## config.mk

```make
export PLATFORM = sky130hd
export DESIGN_NAME = emasp_port
export DESIGN_NICKNAME = d
export VERILOG_FILES = /design/src/logic/emasp_port.v /design/src/logic/emasp_sync2.v /design/src/logic/emasp_clkdiv.v
export VERILOG_INCLUDE_DIRS = /design/src /design/src/logic
export SDC_FILE = /design/constraint.sdc
export NUM_CORES = 1
export LEC_CHECK = 0
export BUFFER_PORTS_ARGS = -buffer_cell sky130_fd_sc_hd__buf_2
export CAP_MARGIN = 20
export CORE_AREA = 2 2 185 187
export CTS_CLUSTER_DIAMETER = 40
export DETAILED_ROUTE_END_ITERATION = 16
export DIE_AREA = 0 0 187 189
export HOLD_SLACK_MARGIN = 0.12
export PLACE_DENSITY = 0.61
export SLEW_MARGIN = 20
export SYNTH_ARGS = -nofsm -noshare
export SYNTH_HDL_FRONTEND = slang
export SYNTH_SLANG_ARGS = --single-unit
```

## constraint.sdc

```tcl
create_clock -name clock -period 3.7 [get_ports clock]
set_input_delay 0.37 -clock clock [delete_from_list [all_inputs] [get_ports clock]]
set_output_delay 0.37 -clock clock [all_outputs]
set_load 0.02 [all_outputs]
```

## src/logic/emasp_defines.vh

```
// constants shared by the external memory port sequencer
// assumes inclusion by bare name from files under logic/
`ifndef EMASP_DEFINES_VH
`define EMASP_DEFINES_VH

// ------------
// counter widths
// ------------
`define EMASP_CNT_W        4
`define EMASP_STB_W        6
`define EMASP_DIV_W        8

// ------------
// interface clock dividers (system clocks per output clock period)
// ------------
`define EMASP_ONE_DIV      2
`define EMASP_TWO_DIV      4

// ------------
// ready input is looked at this many ticks before strobe end
// ------------
`define EMASP_READY_WIN    2

// ------------
// secondary control word layout, one word per chip-select space
// ------------
`define EMASP_SEC_W        7
`define EMASP_SEC_RL_LSB   0
`define EMASP_SEC_WL_LSB   2
`define EMASP_SEC_LAT_W    2
`define EMASP_SEC_CSEXT    4
`define EMASP_SEC_RDEN     5
`define EMASP_SEC_CLKSEL   6

// ------------
// idle levels
// ------------
`define EMASP_PIN_IDLE     1'b1
`define EMASP_LAT_ZERO     2'h0

`endif

```

## src/logic/emasp_port.v

```verilog
// cycle sequencer of an external memory port: asynchronous
// setup/strobe/hold cycles and programmable synchronous cycles
// assumes one system clock; output clocks are divided from it and
// every pin below is registered on the system clock
//
// Notes on behaviour
// - ready input passes a two-flop synchroniser
// - ready looked at from two ticks before end
// - ready low stretches strobe one tick each
// - strobe ends two ticks after ready high
// - six per-space async counts from configuration
// - read selects held for setup and hold
// - write selects and data held likewise
// - selects are cs, bytes, address, oe, data
// - shared pins act as async strobes
// - sync pins launched on selected clock edge
// - read latency 0..3 before data capture
// - write latency 0..3 before data drive
// - extend off: cs drops after command
// - extend on: cs follows sync output enable
// - mode 0: address strobe, deselect cycle
// - mode 1: read enable, no deselect
// - clock select picks first or second clock
// - sync settings per space in secondary word
// - shared pins act as sync strobes
// - async counts in interface clock periods
`timescale 1ns/1ps
`default_nettype none
`include "emasp_defines.vh"

module emasp_port #(
    parameter NUM_CS  = 4,
    parameter CS_W    = 2,
    parameter ADDR_W  = 20,
    parameter DATA_W  = 64,
    parameter BE_W    = 8,
    parameter ONE_DIV = `EMASP_ONE_DIV,
    parameter TWO_DIV = `EMASP_TWO_DIV
) (
    // clock and reset
    input  wire                                clock,
    input  wire                                nrst,
    // access request
    input  wire                                req_valid,
    output wire                                req_ready,
    input  wire                                req_write,
    input  wire [CS_W-1:0]                     req_space,
    input  wire [ADDR_W-1:0]                   req_addr,
    input  wire [BE_W-1:0]                     req_be,
    input  wire [DATA_W-1:0]                   req_wdata,
    // read answer
    output reg                                 rd_valid,
    output reg  [DATA_W-1:0]                   rd_data,
    // per-space configuration
    input  wire [NUM_CS-1:0]                   space_sync_mode,
    input  wire [NUM_CS*`EMASP_CNT_W-1:0]      read_setup_cycles,
    input  wire [NUM_CS*`EMASP_STB_W-1:0]      read_strobe_cycles,
    input  wire [NUM_CS*`EMASP_CNT_W-1:0]      read_hold_cycles,
    input  wire [NUM_CS*`EMASP_CNT_W-1:0]      write_setup_cycles,
    input  wire [NUM_CS*`EMASP_STB_W-1:0]      write_strobe_cycles,
    input  wire [NUM_CS*`EMASP_CNT_W-1:0]      write_hold_cycles,
    input  wire [NUM_CS*`EMASP_SEC_W-1:0]      space_secondary_control,
    // output clocks
    output wire                                ext_clock_out_one,
    output wire                                ext_clock_out_two,
    output wire                                selected_ext_clock_out,
    // memory pins
    output reg  [NUM_CS-1:0]                   chip_select_n,
    output reg  [BE_W-1:0]                     byte_enables_n,
    output wire [ADDR_W-1:0]                   ext_address,
    output wire [DATA_W-1:0]                   ext_data_bus_out,
    output reg                                 ext_data_bus_oe,
    input  wire [DATA_W-1:0]                   ext_data_bus_in,
    output reg                                 shared_oe_pin_n,
    output reg                                 shared_rd_pin_n,
    output reg                                 shared_wr_pin_n,
    input  wire                                ready_wait_input,
    // status
    output wire                                port_busy
);

    localparam STB_W = `EMASP_STB_W;
    localparam CNT_W = `EMASP_CNT_W;
    localparam SEC_W = `EMASP_SEC_W;

    // one-hot states
    localparam [6:0] ST_IDLE   = 7'h01;
    localparam [6:0] ST_SETUP  = 7'h02;
    localparam [6:0] ST_STROBE = 7'h04;
    localparam [6:0] ST_HOLD   = 7'h08;
    localparam [6:0] ST_SCMD   = 7'h10;
    localparam [6:0] ST_SLAT   = 7'h20;
    localparam [6:0] ST_STAIL  = 7'h40;

    localparam [STB_W-1:0] CNT_ONE = 1;
    localparam [STB_W-1:0] RDY_WIN = `EMASP_READY_WIN;

    // ------------
    // functions
    // ------------
    // a zero count still gives one period
    function [STB_W-1:0] at_least_one;
        input [STB_W-1:0] v;
        begin
            at_least_one = (v == {STB_W{1'b0}}) ? CNT_ONE : v;
        end
    endfunction

    // active-low select for one space
    function [NUM_CS-1:0] space_select_n;
        input [CS_W-1:0] idx;
        integer k;
        begin
            space_select_n = {NUM_CS{`EMASP_PIN_IDLE}};
            for (k = 0; k < NUM_CS; k = k + 1) begin
                if (idx == k[CS_W-1:0]) begin
                    space_select_n[k] = 1'b0;
                end
            end
        end
    endfunction

    // ------------
    // clocks and ready synchroniser
    // ------------
    wire tick_one;
    wire tick_two;
    wire rdy_s;

    // interface clock periods come from these dividers
    emasp_clkdiv #(.DIV(ONE_DIV)) u_div_one (
        .clock     (clock),
        .nrst      (nrst),
        .tick      (tick_one),
        .clk_level (ext_clock_out_one)
    );

    emasp_clkdiv #(.DIV(TWO_DIV)) u_div_two (
        .clock     (clock),
        .nrst      (nrst),
        .tick      (tick_two),
        .clk_level (ext_clock_out_two)
    );

    // ready is made safe before any use
    emasp_sync2 u_rdy_sync (
        .clock    (clock),
        .nrst     (nrst),
        .async_in (ready_wait_input),
        .sync_out (rdy_s)
    );

    // ------------
    // state and latched access
    // ------------
    reg [6:0]        state_r;
    reg [STB_W-1:0]  cnt_r;
    reg [STB_W-1:0]  strobe_r;
    reg [STB_W-1:0]  hold_r;
    reg              ext_r;
    reg              wr_r;
    reg [CS_W-1:0]   space_r;
    reg [ADDR_W-1:0] addr_r;
    reg [BE_W-1:0]   be_r;
    reg [DATA_W-1:0] wdata_r;
    reg [1:0]        lat_r;
    reg              csext_r;
    reg              rden_r;
    reg              clksel_r;

    wire             accept = req_valid && (state_r == ST_IDLE);
    wire [SEC_W-1:0] sec_w  = space_secondary_control[req_space*SEC_W +: SEC_W];
    wire [1:0]       rl_w   = sec_w[`EMASP_SEC_RL_LSB +: `EMASP_SEC_LAT_W];
    wire [1:0]       wl_w   = sec_w[`EMASP_SEC_WL_LSB +: `EMASP_SEC_LAT_W];
    wire             stick  = clksel_r ? tick_two : tick_one;
    wire [CNT_W-1:0] set_w  = req_write ? write_setup_cycles[req_space*CNT_W +: CNT_W]
                                        : read_setup_cycles[req_space*CNT_W +: CNT_W];
    wire [STB_W-1:0] stb_w  = req_write ? write_strobe_cycles[req_space*STB_W +: STB_W]
                                        : read_strobe_cycles[req_space*STB_W +: STB_W];
    wire [CNT_W-1:0] hld_w  = req_write ? write_hold_cycles[req_space*CNT_W +: CNT_W]
                                        : read_hold_cycles[req_space*CNT_W +: CNT_W];
    wire [STB_W-1:0] lat_x  = {{(STB_W-2){1'b0}}, lat_r};

    // a new access only from idle, after the hold or the last sync period is over
    assign req_ready = (state_r == ST_IDLE);
    assign port_busy = (state_r != ST_IDLE);

    // output clock the synchronous cycles are timed
    assign selected_ext_clock_out = clksel_r ? ext_clock_out_two : ext_clock_out_one;
    assign ext_address            = addr_r;
    assign ext_data_bus_out       = wdata_r;

    // ------------
    // sequencer
    // ------------
    always @(posedge clock or negedge nrst) begin
        if (!nrst) begin
            state_r  <= ST_IDLE;
            cnt_r    <= {STB_W{1'b0}};
            strobe_r <= {STB_W{1'b0}};
            hold_r   <= {STB_W{1'b0}};
            ext_r    <= 1'b0;
            wr_r     <= 1'b0;
            space_r  <= {CS_W{1'b0}};
            addr_r   <= {ADDR_W{1'b0}};
            be_r     <= {BE_W{1'b0}};
            wdata_r  <= {DATA_W{1'b0}};
            lat_r    <= `EMASP_LAT_ZERO;
            csext_r  <= 1'b0;
            rden_r   <= 1'b0;
            clksel_r <= 1'b0;
            rd_valid <= 1'b0;
            rd_data  <= {DATA_W{1'b0}};
        end else begin
            rd_valid <= 1'b0;
            case (state_r)
                ST_IDLE: begin
                    if (accept) begin
                        wr_r    <= req_write;
                        space_r <= req_space;
                        addr_r  <= req_addr;
                        be_r    <= req_be;
                        wdata_r <= req_wdata;
                        ext_r   <= 1'b0;
                        // per-space counts and settings captured
                        cnt_r    <= at_least_one({{(STB_W-CNT_W){1'b0}}, set_w});
                        strobe_r <= at_least_one(stb_w);
                        hold_r   <= at_least_one({{(STB_W-CNT_W){1'b0}}, hld_w});
                        lat_r    <= req_write ? wl_w : rl_w;
                        csext_r  <= sec_w[`EMASP_SEC_CSEXT];
                        rden_r   <= sec_w[`EMASP_SEC_RDEN];
                        clksel_r <= sec_w[`EMASP_SEC_CLKSEL];
                        state_r  <= space_sync_mode[req_space] ? ST_SCMD : ST_SETUP;
                    end
                end
                // setup periods before the strobe falls
                ST_SETUP: begin
                    if (tick_one) begin
                        if (cnt_r == CNT_ONE) begin
                            cnt_r   <= strobe_r;
                            state_r <= ST_STROBE;
                        end else begin
                            cnt_r <= cnt_r - CNT_ONE;
                        end
                    end
                end
                ST_STROBE: begin
                    if (tick_one) begin
                        if ((cnt_r <= RDY_WIN) && !rdy_s) begin
                            // low ready inside the window holds the count
                            ext_r <= 1'b1;
                        end else if (ext_r) begin
                            // ready back high: one more period then end
                            ext_r <= 1'b0;
                            cnt_r <= CNT_ONE;
                        end else if (cnt_r == CNT_ONE) begin
                            // programmed strobe width done
                            cnt_r   <= hold_r;
                            state_r <= ST_HOLD;
                            if (!wr_r) begin
                                rd_valid <= 1'b1;
                                rd_data  <= ext_data_bus_in;
                            end
                        end else begin
                            cnt_r <= cnt_r - CNT_ONE;
                        end
                    end
                end
                // hold periods after the strobe rises
                ST_HOLD: begin
                    if (tick_one) begin
                        if (cnt_r == CNT_ONE) begin
                            state_r <= ST_IDLE;
                        end else begin
                            cnt_r <= cnt_r - CNT_ONE;
                        end
                    end
                end
                // command period on the selected clock
                ST_SCMD: begin
                    if (stick) begin
                        if (lat_r == `EMASP_LAT_ZERO) begin
                            if (!wr_r) begin
                                rd_valid <= 1'b1;
                                rd_data  <= ext_data_bus_in;
                            end
                            state_r <= rden_r ? ST_IDLE : ST_STAIL;
                        end else begin
                            cnt_r   <= lat_x;
                            state_r <= ST_SLAT;
                        end
                    end
                end
                // latency periods before data
                ST_SLAT: begin
                    if (stick) begin
                        if (cnt_r == CNT_ONE) begin
                            if (!wr_r) begin
                                rd_valid <= 1'b1;
                                rd_data  <= ext_data_bus_in;
                            end
                            // deselect period only in address strobe mode
                            state_r <= rden_r ? ST_IDLE : ST_STAIL;
                        end else begin
                            cnt_r <= cnt_r - CNT_ONE;
                        end
                    end
                end
                // deselect period, everything inactive
                ST_STAIL: begin
                    if (stick) begin
                        state_r <= ST_IDLE;
                    end
                end
                default: begin
                    state_r <= ST_IDLE;
                end
            endcase
        end
    end

    // ------------
    // pin values
    // ------------
    reg [NUM_CS-1:0] cs_nxt;
    reg [BE_W-1:0]   be_nxt;
    reg              oe_nxt;
    reg              rd_nxt;
    reg              wr_nxt;
    reg              dq_oe_nxt;

    always @* begin
        cs_nxt    = {NUM_CS{`EMASP_PIN_IDLE}};
        be_nxt    = {BE_W{`EMASP_PIN_IDLE}};
        oe_nxt    = `EMASP_PIN_IDLE;
        rd_nxt    = `EMASP_PIN_IDLE;
        wr_nxt    = `EMASP_PIN_IDLE;
        dq_oe_nxt = 1'b0;
        case (state_r)
            // selects valid through setup and hold, data too on writes
            ST_SETUP, ST_HOLD: begin
                cs_nxt    = space_select_n(space_r);
                be_nxt    = ~be_r;
                oe_nxt    = wr_r;
                dq_oe_nxt = wr_r;
            end
            // shared pins as output enable, read and write strobe
            ST_STROBE: begin
                cs_nxt    = space_select_n(space_r);
                be_nxt    = ~be_r;
                oe_nxt    = wr_r;
                rd_nxt    = wr_r;
                wr_nxt    = ~wr_r;
                dq_oe_nxt = wr_r;
            end
            // shared pins as sync strobes
            ST_SCMD: begin
                cs_nxt    = space_select_n(space_r);
                be_nxt    = ~be_r;
                oe_nxt    = wr_r;
                rd_nxt    = wr_r && rden_r;
                wr_nxt    = ~wr_r;
                dq_oe_nxt = wr_r && (lat_r == `EMASP_LAT_ZERO);
            end
            ST_SLAT: begin
                // cs drops after the command unless extended with oe
                if (csext_r && !wr_r) begin
                    cs_nxt = space_select_n(space_r);
                end
                be_nxt    = ~be_r;
                oe_nxt    = wr_r;
                rd_nxt    = !(rden_r && !wr_r);
                dq_oe_nxt = wr_r && (cnt_r == CNT_ONE);
            end
            default: begin
                cs_nxt = {NUM_CS{`EMASP_PIN_IDLE}};
            end
        endcase
    end

    // pins registered; all inactive between accesses
    always @(posedge clock or negedge nrst) begin
        if (!nrst) begin
            chip_select_n   <= {NUM_CS{`EMASP_PIN_IDLE}};
            byte_enables_n  <= {BE_W{`EMASP_PIN_IDLE}};
            shared_oe_pin_n <= `EMASP_PIN_IDLE;
            shared_rd_pin_n <= `EMASP_PIN_IDLE;
            shared_wr_pin_n <= `EMASP_PIN_IDLE;
            ext_data_bus_oe <= 1'b0;
        end else begin
            chip_select_n   <= cs_nxt;
            byte_enables_n  <= be_nxt;
            shared_oe_pin_n <= oe_nxt;
            shared_rd_pin_n <= rd_nxt;
            shared_wr_pin_n <= wr_nxt;
            ext_data_bus_oe <= dq_oe_nxt;
        end
    end

endmodule

`default_nettype wire

```

## src/logic/emasp_sync2.v

```verilog
// two-flop synchroniser for a level arriving from outside
// assumes the output is read only in the clock domain of clock
`timescale 1ns/1ps
`default_nettype none

module emasp_sync2 (
    // clock and reset
    input  wire clock,
    input  wire nrst,
    // level in and synchronised level out
    input  wire async_in,
    output wire sync_out
);

    reg meta_r;
    reg stable_r;

    // ------------
    // first stage feeds only the second stage
    // ------------
    always @(posedge clock or negedge nrst) begin
        if (!nrst) begin
            meta_r   <= 1'b1;
            stable_r <= 1'b1;
        end else begin
            meta_r   <= async_in;
            stable_r <= meta_r;
        end
    end

    assign sync_out = stable_r;

endmodule

`default_nettype wire

```

## src/logic/emasp_clkdiv.v

```verilog
// divider making an output clock level and a one-cycle tick
// assumes an even DIV of at least 2 so that the level is a square wave
`timescale 1ns/1ps
`default_nettype none
`include "emasp_defines.vh"

module emasp_clkdiv #(
    parameter DIV = `EMASP_ONE_DIV
) (
    // clock and reset
    input  wire clock,
    input  wire nrst,
    // tick at the rising edge of the output clock, and its level
    output reg  tick,
    output reg  clk_level
);

    localparam [`EMASP_DIV_W-1:0] LAST = DIV - 1;
    localparam [`EMASP_DIV_W-1:0] HALF = DIV / 2;

    reg [`EMASP_DIV_W-1:0] cnt_r;
    reg [`EMASP_DIV_W-1:0] cnt_nxt;

    // ------------
    // wrap counter
    // ------------
    always @* begin
        if (cnt_r == LAST) begin
            cnt_nxt = {`EMASP_DIV_W{1'b0}};
        end else begin
            cnt_nxt = cnt_r + 1'b1;
        end
    end

    // level high in the first half, tick where the level rises
    always @(posedge clock or negedge nrst) begin
        if (!nrst) begin
            cnt_r     <= {`EMASP_DIV_W{1'b0}};
            tick      <= 1'b0;
            clk_level <= 1'b0;
        end else begin
            cnt_r     <= cnt_nxt;
            tick      <= (cnt_r == LAST);
            clk_level <= (cnt_nxt < HALF);
        end
    end

endmodule

`default_nettype wire

```

Word-level counts from Yosys, hierarchy flattened
Index checks and enable logic that the tools add are counted.
- input bits: 307
- output and inout port bits: 170
- word-level logic and storage cells: 180
- register bits: 229
- reductions and logical operators: 27
- multiply operators: 2
- shift-type cells: 7
- add/sub/neg operators: 3
- bitwise logic cells: 2
- eq/ne operators: 29
- magnitude comparators: 4
- multiplexer cells: 76
- operator list (operator ; count):
    64-bit two-way mux ; 8
    64-bit one-hot mux with 3 select lines ; 1
    7-bit two-way mux ; 15
    6-bit two-way mux ; 14
    16-bit by 5-bit variable part select with 4-bit output ; 4
    7-bit one-hot mux with 7 select lines ; 1
    24-bit by 6-bit variable part select with 6-bit output ; 2
    6-bit one-hot mux with 6 select lines ; 1
    28-bit by 6-bit variable part select with 7-bit output ; 1
    8-bit two-way mux ; 3
    2-bit != test (second input constant) ; 11
    1-bit two-way mux ; 20
    4-bit two-way mux ; 5
    8-bit by 1-bit adder with 8-bit output (second input constant) ; 2
    13-bit AND reduction ; 1
    1-bit one-hot mux with 3 select lines ; 3
    9-bit AND reduction ; 1
    8-bit by 1-bit equality test with 1-bit output (second input constant) ; 1
    8-bit by 2-bit equality test with 1-bit output (second input constant) ; 1
    4-bit logical NOT ; 2
    8-bit by 1-bit < comparator with 1-bit output (second input constant) ; 1
    8-bit by 2-bit < comparator with 1-bit output (second input constant) ; 1
    2-bit by 1-bit != test with 1-bit output (second input constant) ; 4
    8-bit inverter ; 1
    other kinds (36) ; 46

Longest topological paths before layout
Gate-level depths: netlist of run 1.
- depth after elaboration: 6
- mapped depth: 9
- gate-level depth less buffers: 7

Hierarchy
Synthesis of run 1 repeated with hierarchy kept, for this count alone.
- cell total of the unflattened synthesis: 724
- area, all modules: 10493.8 um^2
- modules (own cells, without submodules) (module ; instances ; cells an instance ; area an instance (um^2)):
    emasp_port ; 1 ; 640 ; 9481.6
    emasp_clkdiv at u_div_two ; 1 ; 41 ; 486.7
    emasp_clkdiv at u_div_one ; 1 ; 41 ; 473.0
    emasp_sync2 ; 1 ; 2 ; 52.6

Worst setup path before layout of run 1
Ideal clock, no wire load.
- kind: flip-flop to flip-flop
- start point: reg state_r[6]
- end point: reg cnt_r[2]
- stages on the path, launching flop included: 9
- data required time: 3.567 ns
- path slack: 1.228 ns
- arrival: 2.339 ns
- clock period less this slack: 2.472 ns
- path through: dfrtp_1 -> buf_2 -> nor4_1 -> and3_1 -> clkbuf_1 -> inv_1 -> o211ai_1 -> or2_0 -> o21ai_0
- cells in the longest elaborated chain, start to end: 4
- RTL lines (what ; line ; source):
    start, declared ; emasp_port.v:156 ; reg [6:0] state_r;
    start signal, assigned ; emasp_port.v:233 ; state_r <= space_sync_mode[req_space] ? ST_SCMD : ST_SETUP;
    start signal, assigned ; emasp_port.v:287 ; state_r <= rden_r ? ST_IDLE : ST_STAIL;
    start signal, assigned ; emasp_port.v:303 ; state_r <= rden_r ? ST_IDLE : ST_STAIL;
    7-bit by 1-bit equality test with 1-bit output * ; -- ;
    via req_ready ; emasp_port.v:45 ; output wire req_ready,
    1-bit logical AND ; emasp_port.v:171 ; wire accept = req_valid && (state_r == ST_IDLE);
    2-bit by 1-bit != test with 1-bit output (no line) ; -- ;
    9-bit AND reduction (no line) ; -- ;
    end signal, assigned ; emasp_port.v:199 ; cnt_r <= {STB_W{1'b0}};
    end signal, assigned ; emasp_port.v:226 ; cnt_r <= at_least_one({{(STB_W-CNT_W){1'b0}}, set_w});
    end signal, assigned ; emasp_port.v:240 ; cnt_r <= strobe_r;
    end, declared ; emasp_port.v:157 ; reg [STB_W-1:0] cnt_r;
The timed path passes the listed nets; every way through them passes the cells marked *.
A chain may end at the register's enable or synchronous reset.

Worst setup path in the final report of run 1
- start point: reg state_r[3]
- end point: reg rd_data[21]
- cells in the longest elaborated chain, start to end: 3
- RTL lines (what ; line ; source):
    7-bit by 3-bit equality test with 1-bit output (tied with other cells) ; emasp_port.v:216 ; case (state_r)
    2-bit by 1-bit != test with 1-bit output (no line) (tied with other cells) ; -- ;
    7-bit AND reduction (no line) ; -- ;
    end signal, assigned ; emasp_port.v:213 ; rd_data <= {DATA_W{1'b0}};
    end signal, assigned ; emasp_port.v:262 ; rd_data <= ext_data_bus_in;
    end signal, assigned ; emasp_port.v:285 ; rd_data <= ext_data_bus_in;
    end, declared ; emasp_port.v:53 ; output reg [DATA_W-1:0] rd_data,
Parallel ways exist; a longest one is shown, timed or not.

==> results.py, run 1 <==
metrics = {
    "sta": {
        "rsz0062_at_grt": "false",
        "fmax_mhz": 350,
        "final.setup.worst_slack_ns": 0.843,
        "slew_violations": 0,
        "fin_crit_ns": 2.86,
        "finalSetupViolCount": 0,
        "fin_crit_sh": 0.772,
        "hold_viol": 0,
        "slew-limit-headroom": 0.423,
        "worstMarginPinSlew_ns": 0.858,
        "skew_ns": 0.0271,
        "tns_ns": 0,
    },
    "min_path": {
        "holdCritPathClass": "input port to register",
    },
    "synthesis": {
        "synth-async-reset-ratio": 1.00,
        "yosysTopAreaCell": "dfrtp_1",
        "ys.flop_type": "dfrtp_1",
        "synth.distinct_cells": 58,
        "ys_ff_latch": 227,
        "synth-edff-count": 0,
        "synthCells": 782,
        "avgSynthCellArea_um2": 13.4,
        "ys_top_cells_by_area": "dfrtp_1 50%, mux2_2 15%, mux4_2 7.7%",
        "netlist.area_leader.share": 0.499,
        "syn-num-nets": 1095,
        "yosysSeqAreaShare": 0.544,
        "yosysWarningCount": 0,
        "synth_area_mm2": 0.0105,
    },
    "layout": {
        "final_cell_mix": "475 x buf_2, 209 x dfrtp_1, 154 x dlygate4sd3_1, 144 x mux2_2, 47 x nor2_1",
        "syn2layout_area_growth_pct": 53.0,
        "final_nets": 1732,
        "drive_above_1_share": 0.528,
        "final_common_cell": "buf_2",
    },
    "clock_tree": {
        "clk_latency_ns": 0.50,
        "cts_post_setup_buffers_inserted": 0,
        "clockRootBuffer": "clkbuf_16",
        "ctsHtreeMaxLevel": 2,
        "cts_buffer_depth": 3,
        "cts_tree": "yes",
        "numCtsBuffers": 35,
        "cts.sinks": 227,
        "clk_pin_slew_ns": 0.06,
    },
    "floorplan": {
        "dieHeight_um": 189,
        "core_area_mm2": 0.0333,
        "io_pins": 477,
        "die_w_um": 187,
        "die_area_mm2": 0.0353,
        "start_util": 0.315,
        "rows": 67,
    },
    "power_and_ir_drop": {
        "p_clk_frac": 0.242,
        "p_leak_nw": 7.51,
        "power_switching_mw": 5.05,
        "sequentialPowerShare": 0.333,
        "comb_power_share": 0.424,
        "switching_share": 0.387,
        "irDropWorstVdd_mv": 0.411,
        "internal_power_mw": 7.99,
        "p_per_area_mw_per_mm2": 813,
    },
    "placed_design": {
        "routabilityCongestion": 0.918,
        "io_buffers": 476,
        "place_hpwl_mm": 23.7,
        "pre_cts_slack_ns": 0.858,
    },
    "route": {
        "antenna_left": 0,
        "routedWlPerCell_um": 17.3,
        "avgViaCountPerCell": 4.75,
        "num_vias": 8982,
        "routed_wl_mm": 32.7,
        "dr.pass1.iters": 5,
        "drc_errors": 0,
        "drtIter0Drc": 384,
    },
    "run_status": {
        "outcome": "finished clean",
    },
    "flow_run": {
        "maxCapViolations": 0,
    },
    "global_routing": {
        "antenna_found_initial": 1,
        "grt_pass1_wl_mm": 51.7,
        "globalRoute.totalOverflow": 0,
        "grtUsageTotal": 0.183,
        "grt_pass1_vias": 9507,
        "grt_max_degree": 111,
    },
    "worst_setup_path": {
        "cp.required_ns": 4.06,
        "end_kind": "register",
        "arrival_ns": 3.22,
        "cp-start-kind": "register",
        "crit_fanout": 59,
        "critical_path_class": "register to register",
    },
}
[per-layer routing]
layer | GRT usage | wire length (um)
met1 | 0.216 | 12900
met4 | 0.0675 | 1080
met2 | 0.327 | 16600
met3 | 0.0384 | 2170
met5 | 0 | 0
[worst max-delay path, stage by stage (launching register included)]
cell and delay, ns:
dfrtp_1 0.56, or4_4 0.64, nor3b_4 0.32, nand2_2 0.16, o21ai_2 0.12, nand4_4 0.23
buf_12 0.27, mux2_1 0.37
[cell type report]
| type | count | area [um2] |
|---|---|---|
| Clock buffer | 41 | 928 |
| Sequential cell | 227 | 5700 |
| Antenna cell | 1 | 2.50 |
| Inverter | 11 | 41.3 |
| Tap cell | 448 | 561 |
| Multi-Input combinational cell | 501 | 4540 |
| Clock inverter | 19 | 214 |
| Fill cell | 2960 | 17200 |
| Timing Repair Buffer | 643 | 4060 |
[metrics by stage]
stage | instances | hold slack, ns | power (mW) | utilization | cell area (um2)
2_1_floorplan | 782 | 0.0744 | 7.80 | - | 10500
3_3_place_gp | 1676 | 0.351 | 9.63 | 0.401 | 13400
3_5_place_dp | 1676 | 0.349 | 9.76 | 0.401 | 13400
4_1_cts | 1890 | 0.120 | 13.1 | 0.482 | 16000
5_1_grt | 1891 | 0.121 | 13.8 | 0.482 | 16000
6_report | 1891 | 0.142 | 13.0 | 0.482 | 16000
[cells by family after synthesis]
family                   after synthesis  share of synthesized area
flip-flops                           227                      0.544
multiplexers                         213                      0.269
AND/OR/NAND/NOR                      167                     0.0812
AO/OA/AOI/OAI                         95                     0.0575
buffers and inverters                 54                     0.0245
XOR/XNOR                              20                     0.0167
adder cells (fa/ha/maj)                6                    0.00716
[flip-flops by register name, indices dropped and copies added, names as in the netlist, 2 cells and up]
| name | count |
|---|---|
| strobe_r | 6 |
| ext_data_bus_out | 64 |
| state_r | 7 |
| be_r | 8 |
| rd_data | 64 |
| byte_enables_n | 8 |
| u_div_one.cnt_r | 8 |
| hold_r | 4 |
| ext_address | 20 |
| cnt_r | 6 |
| chip_select_n | 4 |
| space_r | 2 |
| lat_r | 2 |
| u_div_two.cnt_r | 8 |
[synth_stat cells, types with 9 or more instances]
library cell,n
nor2_1,47
a21oi_1,12
dfstp_2,18
buf_1,10
nand2_1,45
o21ai_0,33
nor3_1,12
mux2i_1,11
clkbuf_1,20
mux2_1,14
xor2_1,9
xnor2_1,11
mux4_2,36
dfrtp_1,209
inv_1,10
mux2_2,144
nand3_1,12
[what timing repair did]
item                                   in CTS  in global routing
endpoints found under the hold margin     252                  0
hold buffers                              154                  0
resized for setup                           0                  0
[power by group through the flow]
stage	combinational [mW]	clock, mW	sequential [mW]
after floorplan	2.49	0	5.31
after global placement	5.32	0	4.31
after detailed placement	5.40	0	4.36
after CTS	5.54	3.24	4.32
after global routing	5.92	3.36	4.50
final	5.53	3.16	4.35
[worst paths after layout]
kind	slack, ns	cells past startpoint	endpoint	start
max	0.84	7	rd_data[21]$_DFFE_PN0P_	state_r[3]$_DFFE_PN0P_
min	0.14	2	ext_data_bus_out[0]$_DFFE_PN0P_	req_wdata[0]
max reg2reg	0.84	7	rd_data[21]$_DFFE_PN0P_	state_r[3]$_DFFE_PN0P_
min reg2reg	0.36	0	u_rdy_sync.sync_out$_DFF_PN1_	u_rdy_sync.meta_r$_DFF_PN1_
max in group asynchronous	2.14	3	hold_r[3]$_DFFE_PN0P_	nrst
min in group asynchronous	0.53	2	be_r[2]$_DFFE_PN0P_	nrst
No activity file was read; power rests on OpenSTA's default activity.
==> run 2, diff against run 1 <==
- CORE_AREA: 2 2 185 187 -> 2 2 187 189
- DIE_AREA: 0 0 187 189 -> 0 0 189 191
- PLACE_DENSITY: 0.61 -> 0.6
- clock period: 3.7 -> 3 ns (I/O delays scaled with it)
==> run 2 against run 1 <==
Against the previous run:
- combinational power grew 29%
- via count grew 1.3%
- non-clock buffer count grew 25
- critical endpoint is now port_busy
- largest cell class unchanged
- largest power group unchanged
- highest routed layer unchanged
==> results.py, run 2 (synthesized netlist as in run 1, its figures left out) <==
metrics = {
    "run_status": {
        "outcome": "finished clean",
    },
    "worst_setup_path": {
        "arrival_ns": 2.47,
        "critical_path_class": "register to output pin",
        "cp-start-kind": "register",
        "rr_worst_depth": 7,
        "cp.required_ns": 2.70,
        "end_kind": "output pin",
        "crit_fanout": 14,
    },
    "clock_tree": {
        "cts-resized-gates": 0,
        "clk_pin_slew_ns": 0.05,
        "cts_buffer_depth": 3,
        "numCtsBuffers": 36,
        "clk_latency_ns": 0.52,
        "cts.sinks": 227,
        "clockRootBuffer": "clkbuf_16",
        "ctsHtreeMaxLevel": 2,
        "cts_tree": "yes",
    },
    "route": {
        "dr.pass1.iters": 5,
        "antenna_left": 0,
        "drc_errors": 0,
        "routedWlPerCell_um": 17.7,
        "routed_wl_mm": 34.0,
        "num_vias": 9097,
        "drtIter0Drc": 361,
        "avgViaCountPerCell": 4.72,
    },
    "layout": {
        "final_cell_mix": "475 x buf_2, 209 x dfrtp_1, 159 x dlygate4sd3_1, 144 x mux2_2, 47 x nor2_1",
        "final_nets": 1758,
        "antenna-diode-count": 0,
        "syn2layout_area_growth_pct": 56.4,
        "multi_input_area_mm2": 0.00454,
        "fill_cells": 3025,
        "drive_above_1_share": 0.534,
        "final_common_cell": "buf_2",
        "regArea_mm2": 0.00570,
    },
    "global_routing": {
        "globalRoute.totalOverflow": 0,
        "grtUsageTotal": 0.184,
        "grt_pass1_wl_mm": 52.4,
        "grt_max_degree": 81,
        "grt_pass1_vias": 9683,
        "antenna_found_initial": 0,
    },
    "placed_design": {
        "pre_cts_slack_ns": 0.331,
        "place_hpwl_mm": 24.6,
        "routabilityCongestion": 0.892,
        "io_buffers": 476,
    },
    "power_and_ir_drop": {
        "p_per_area_mw_per_mm2": 1020,
        "p_leak_nw": 7.70,
        "irDropWorstVdd_mv": 0.693,
    },
    "floorplan": {
        "io_pins": 477,
        "rows": 68,
        "die_w_um": 189,
        "dieHeight_um": 191,
        "start_util": 0.307,
        "core_area_mm2": 0.0341,
        "die_area_mm2": 0.0361,
    },
    "sta": {
        "slew-limit-headroom": 0.406,
        "rsz0062_at_grt": "false",
        "tns_ns": 0,
        "fmax_mhz": 361,
        "worstMarginPinSlew_ns": 0.869,
        "finalSetupViolCount": 0,
        "skew_ns": 0.0170,
        "slew_violations": 0,
        "fin_crit_sh": 0.923,
        "hold_viol": 0,
        "final.setup.worst_slack_ns": 0.230,
        "fin_crit_ns": 2.77,
    },
    "min_path": {
        "worstHoldPathCells": 3,
        "holdCritPathClass": "input port to register",
    },
    "flow_run": {
        "maxCapViolations": 0,
    },
}
==> run 2: changes by cell type in the layout (fill, tap and decap cells not counted), sizes merged <==
cell | before | now
buf | 489 | 509
bufinv | 2 | 4
clkbuf | 41 | 45
clkinv | 8 | 11
clkinvlp | 3 | 4
diode | 1 | 0
dlygate4sd3 | 154 | 159
inv | 17 | 12
==> run 2: final timing paths <==
kind | startpoint | to | slack, ns
worst max register to register | state_r[4]$_DFFE_PN0P_ | cnt_r[4]$_DFFE_PN0P_ | 0.28
max in group asynchronous | nrst | chip_select_n[2]$_DFF_PN1_ | 1.73
min in group asynchronous | nrst | ext_data_bus_out[45]$_DFFE_PN0P_ | 0.39
worst max-delay path | state_r[4]$_DFFE_PN0P_ | port_busy | 0.23
worst min-delay path | space_secondary_control[6] | clksel_r$_DFFE_PN0P_ | 0.23
worst min register to register | u_rdy_sync.meta_r$_DFF_PN1_ | u_rdy_sync.sync_out$_DFF_PN1_ | 0.36
==> run 2: repair_timing <==
action,4_1_cts,5_1_grt
hold endpoints to repair,221,0
hold buffers,159,0
setup buffers,0,0
endpoints found under the setup margin,0,0
==> run 2: through the flow <==
step	power, mW	instance area, um2	instances	hold WS, ns	utilization
2_1_floorplan	9.62	10500	782	0.00441	-
3_3_place_gp	12.1	13600	1703	0.349	0.398
3_5_place_dp	12.3	13600	1703	0.349	0.398
4_1_cts	16.7	16400	1927	0.214	0.481
5_1_grt	17.6	16400	1927	0.229	0.481
6_report	16.7	16400	1927	0.235	0.481
==> run 2: layout make-up <==
cell class | instances | share of cell area
Sequential cell | 227 | 0.348
Multi-Input combinational cell | 501 | 0.277
Timing Repair Buffer | 668 | 0.263
Clock buffer | 45 | 0.0607
Tap cell | 455 | 0.0347
Clock inverter | 20 | 0.0151
Inverter | 11 | 0.00252
==> run 2: per-layer routing <==
metal | global-route usage | vias to the layer above | wire (um)
li1 | - | 4197 | -
met4 | 0.0667 | 0 | 1060
met2 | 0.338 | 423 | 17600
met3 | 0.0386 | 71 | 2280
met5 | 0 | - | 0
met1 | 0.211 | 4406 | 13100
==> run 2: power breakdown <==
| group | internal, mW | total (mW) | switching, mW | leakage [nW] |
|---|---|---|---|---|
| logic | 3.10 | 7.14 | 4.04 | 4.40 |
| clock network | 2.72 | 4.21 | 1.49 | 0.604 |
| registers | 4.50 | 5.32 | 0.817 | 2.70 |
| total | 10.3 | 16.7 | 6.35 | 7.70 |
==> run 2: worst max-delay path, stage by stage, from the launching register on <==
cell and delay, ns:
dfrtp_1 0.53, nor4_1 0.62, and3_1 0.43, inv_1 0.16, buf_2 0.21
==> run 3, diff against run 2 <==
==> constraint.sdc (replaced) <==
create_clock -name clock -period 3 [get_ports clock]
set_input_delay 0.15 -clock clock [delete_from_list [all_inputs] [get_ports clock]]
set_output_delay 0.15 -clock clock [all_outputs]
set_load 0.02 [all_outputs]
==> run 3 against run 2 <==
Against the previous run:
- combinational power shrank 2%
- register-to-register slack is essentially flat
- count of clock-buffer cells in the layout shrank 1
- non-clock buffer count shrank 2
- worst setup slack gained 0.044 ns
- sequential share of layout area grew 0.17 points
- clock power shrank 7.1%
- power shrank 2.3%
- cell count shrank 0.16%
- critical path depth grew 3
- global-route usage shrank 0.38 points
- largest cell class unchanged
==> results.py, run 3 (synthesized netlist as in run 1, its figures left out) <==
metrics = {
    "layout": {
        "antenna-diode-count": 0,
        "final_common_cell": "buf_2",
        "drive_above_1_share": 0.528,
        "final_nets": 1755,
        "syn2layout_area_growth_pct": 55.7,
        "final_cell_mix": "475 x buf_2, 209 x dfrtp_1, 165 x dlygate4sd3_1, 144 x mux2_2, 47 x nor2_1",
    },
    "placed_design": {
        "routabilityCongestion": 0.898,
        "place_hpwl_mm": 24.2,
        "io_buffers": 476,
    },
    "worst_setup_path": {
        "crit_fanout": 26,
        "crit_end": "rd_data[42]$_DFFE_PN0P_",
        "worstPathCellList": "or4_4 -> nor3b_4 -> nand2_2 -> o21ai_2 -> nand4_4 -> buf_12 -> mux2_1",
        "crit_start": "state_r[0]$_DFFE_PN1P_",
        "reg2reg_from": "state_r[0]$_DFFE_PN1P_",
        "cp-start-kind": "register",
        "timing.rr.end": "rd_data[42]$_DFFE_PN0P_",
        "critical_path_class": "register to register",
        "end_kind": "register",
        "cp.required_ns": 3.36,
        "worst-path-buf-inv": 1,
        "crit_cells": 7,
        "reg2reg_setup_slack_ns": 0.27,
        "cpLargestDelayFamily": "simple AND/OR/NAND/NOR gates",
        "rr_worst_depth": 7,
        "slowest_stage": "or4_4",
        "cpPeakStageDelay_ns": 0.55,
        "arrival_ns": 3.09,
    },
    "clock_tree": {
        "cts.sinks": 227,
        "cts-resized-gates": 0,
        "cts_buffer_depth": 3,
        "numCtsBuffers": 35,
        "cts_tree": "yes",
        "clockRootBuffer": "clkbuf_16",
        "cts_post_setup_buffers_inserted": 0,
        "clk_pin_slew_ns": 0.05,
        "clk_latency_ns": 0.51,
        "ctsHtreeMaxLevel": 2,
    },
    "sta": {
        "fin_crit_sh": 0.909,
        "tns_ns": 0,
        "worst_hold_slack_ns": 0.179,
        "fin_crit_ns": 2.73,
        "finalSetupViolCount": 0,
        "slew_violations": 0,
        "worstMarginPinSlew_ns": 0.814,
        "slew-limit-headroom": 0.457,
        "skew_ns": 0.0283,
        "fmax_mhz": 367,
        "hold_viol": 0,
        "rsz0062_at_grt": "false",
    },
    "global_routing": {
        "grt_max_degree": 105,
        "antenna_found_initial": 0,
        "grt_pass1_wl_mm": 51.5,
        "grtUsageTotal": 0.181,
        "grt_pass1_vias": 9537,
        "globalRoute.totalOverflow": 0,
    },
    "floorplan": {
        "start_util": 0.307,
        "io_pins": 477,
        "die_area_mm2": 0.0361,
        "core_area_mm2": 0.0341,
        "dieHeight_um": 191,
        "die_w_um": 189,
        "rows": 68,
    },
    "route": {
        "routed_wl_mm": 33.5,
        "drc_errors": 0,
        "avgViaCountPerCell": 4.68,
        "dr.pass1.iters": 5,
        "routedWlPerCell_um": 17.4,
        "num_vias": 8999,
        "antenna_left": 0,
        "drtIter0Drc": 446,
    },
    "power_and_ir_drop": {
        "p_leak_nw": 7.65,
        "irDropWorstVdd_mv": 0.550,
        "p_per_area_mw_per_mm2": 997,
    },
    "flow_run": {
        "maxCapViolations": 0,
    },
    "min_path": {
        "holdCritPathClass": "input port to register",
    },
    "run_status": {
        "outcome": "finished clean",
    },
}
## run 3: cell types whose count changed in the layout (fill, tap and decap cells not counted), moves of 2 or more
cell,change
buf_4,-8
dlygate4sd3_1,+6
inv_6,+4
bufinv_16,-3
clkinv_2,-2
## run 3: per-layer routing
layer	GRT usage	vias up	routed length (um)
li1	-	4191	-
met1	0.207	4336	12800
met2	0.334	413	17500
met4	0.0559	0	838
met5	0	-	0
met3	0.0402	59	2370
## run 3: layout make-up
class                   count  area [um2]
flip-flops and latches    227        5700
inverters                  11        41.3
well taps                 455         569
clock inverters            20         204
clock buffers              44         960
fillers                  3043       17800
repair buffers            666        4310
multi-input cells         501        4540
## run 3: worst min path at each step
| stage | startpoint | endpoint | slack [ns] | cells past startpoint |
|---|---|---|---|---|
| 2_1_floorplan | nrst | be_r[0]$_DFFE_PN0P_ | -0.15 | 0 |
| 3_3_place_gp | nrst | ext_data_bus_out[45]$_DFFE_PN0P_ | 0.27 | 1 |
| 3_5_place_dp | nrst | ext_data_bus_out[45]$_DFFE_PN0P_ | 0.27 | 1 |
| 4_1_cts | write_hold_cycles[6] | hold_r[2]$_DFFE_PN0P_ | 0.16 | 4 |
| 5_1_grt | read_hold_cycles[10] | hold_r[2]$_DFFE_PN0P_ | 0.20 | 4 |
| 6_report | write_hold_cycles[6] | hold_r[2]$_DFFE_PN0P_ | 0.18 | 4 |
## run 3: what timing repair did
| item | CTS | global route |
|---|---|---|
| hold buffers | 165 | 0 |
| endpoints found under the setup margin | 0 | 0 |
| hold endpoints to repair | 253 | 0 |
## run 3: worst reg2reg max path, cell delays in order (launching register included)
cell and delay [ns]:
dfstp_2 0.43, or4_4 0.55, nor3b_4 0.33, nand2_2 0.14, o21ai_2 0.11, nand4_4 0.35
buf_12 0.32, mux2_1 0.35
## run 3: where the power goes
group / total, mW / switching, mW / leakage [nW] / internal [mW]
registers: 5.35 / 0.850 / 2.70 / 4.50
clock network: 3.91 / 1.50 / 0.561 / 2.41
logic: 7.02 / 3.97 / 4.38 / 3.05
## run 3: per-stage QoR
| stage | total power, mW | utilization | instance area, um2 | setup slack (ns) | instances |
|---|---|---|---|---|---|
| after global placement | 12.1 | 0.396 | 13500 | 0.351 | 1695 |
| final | 16.3 | 0.478 | 16300 | 0.274 | 1924 |
| after global routing | 17.2 | 0.478 | 16300 | 0.125 | 1924 |
| after CTS | 16.4 | 0.478 | 16300 | 0.260 | 1924 |
| after floorplan | 9.62 | - | 10500 | 0.528 | 782 |
| after detailed placement | 12.2 | 0.396 | 13500 | 0.297 | 1695 |
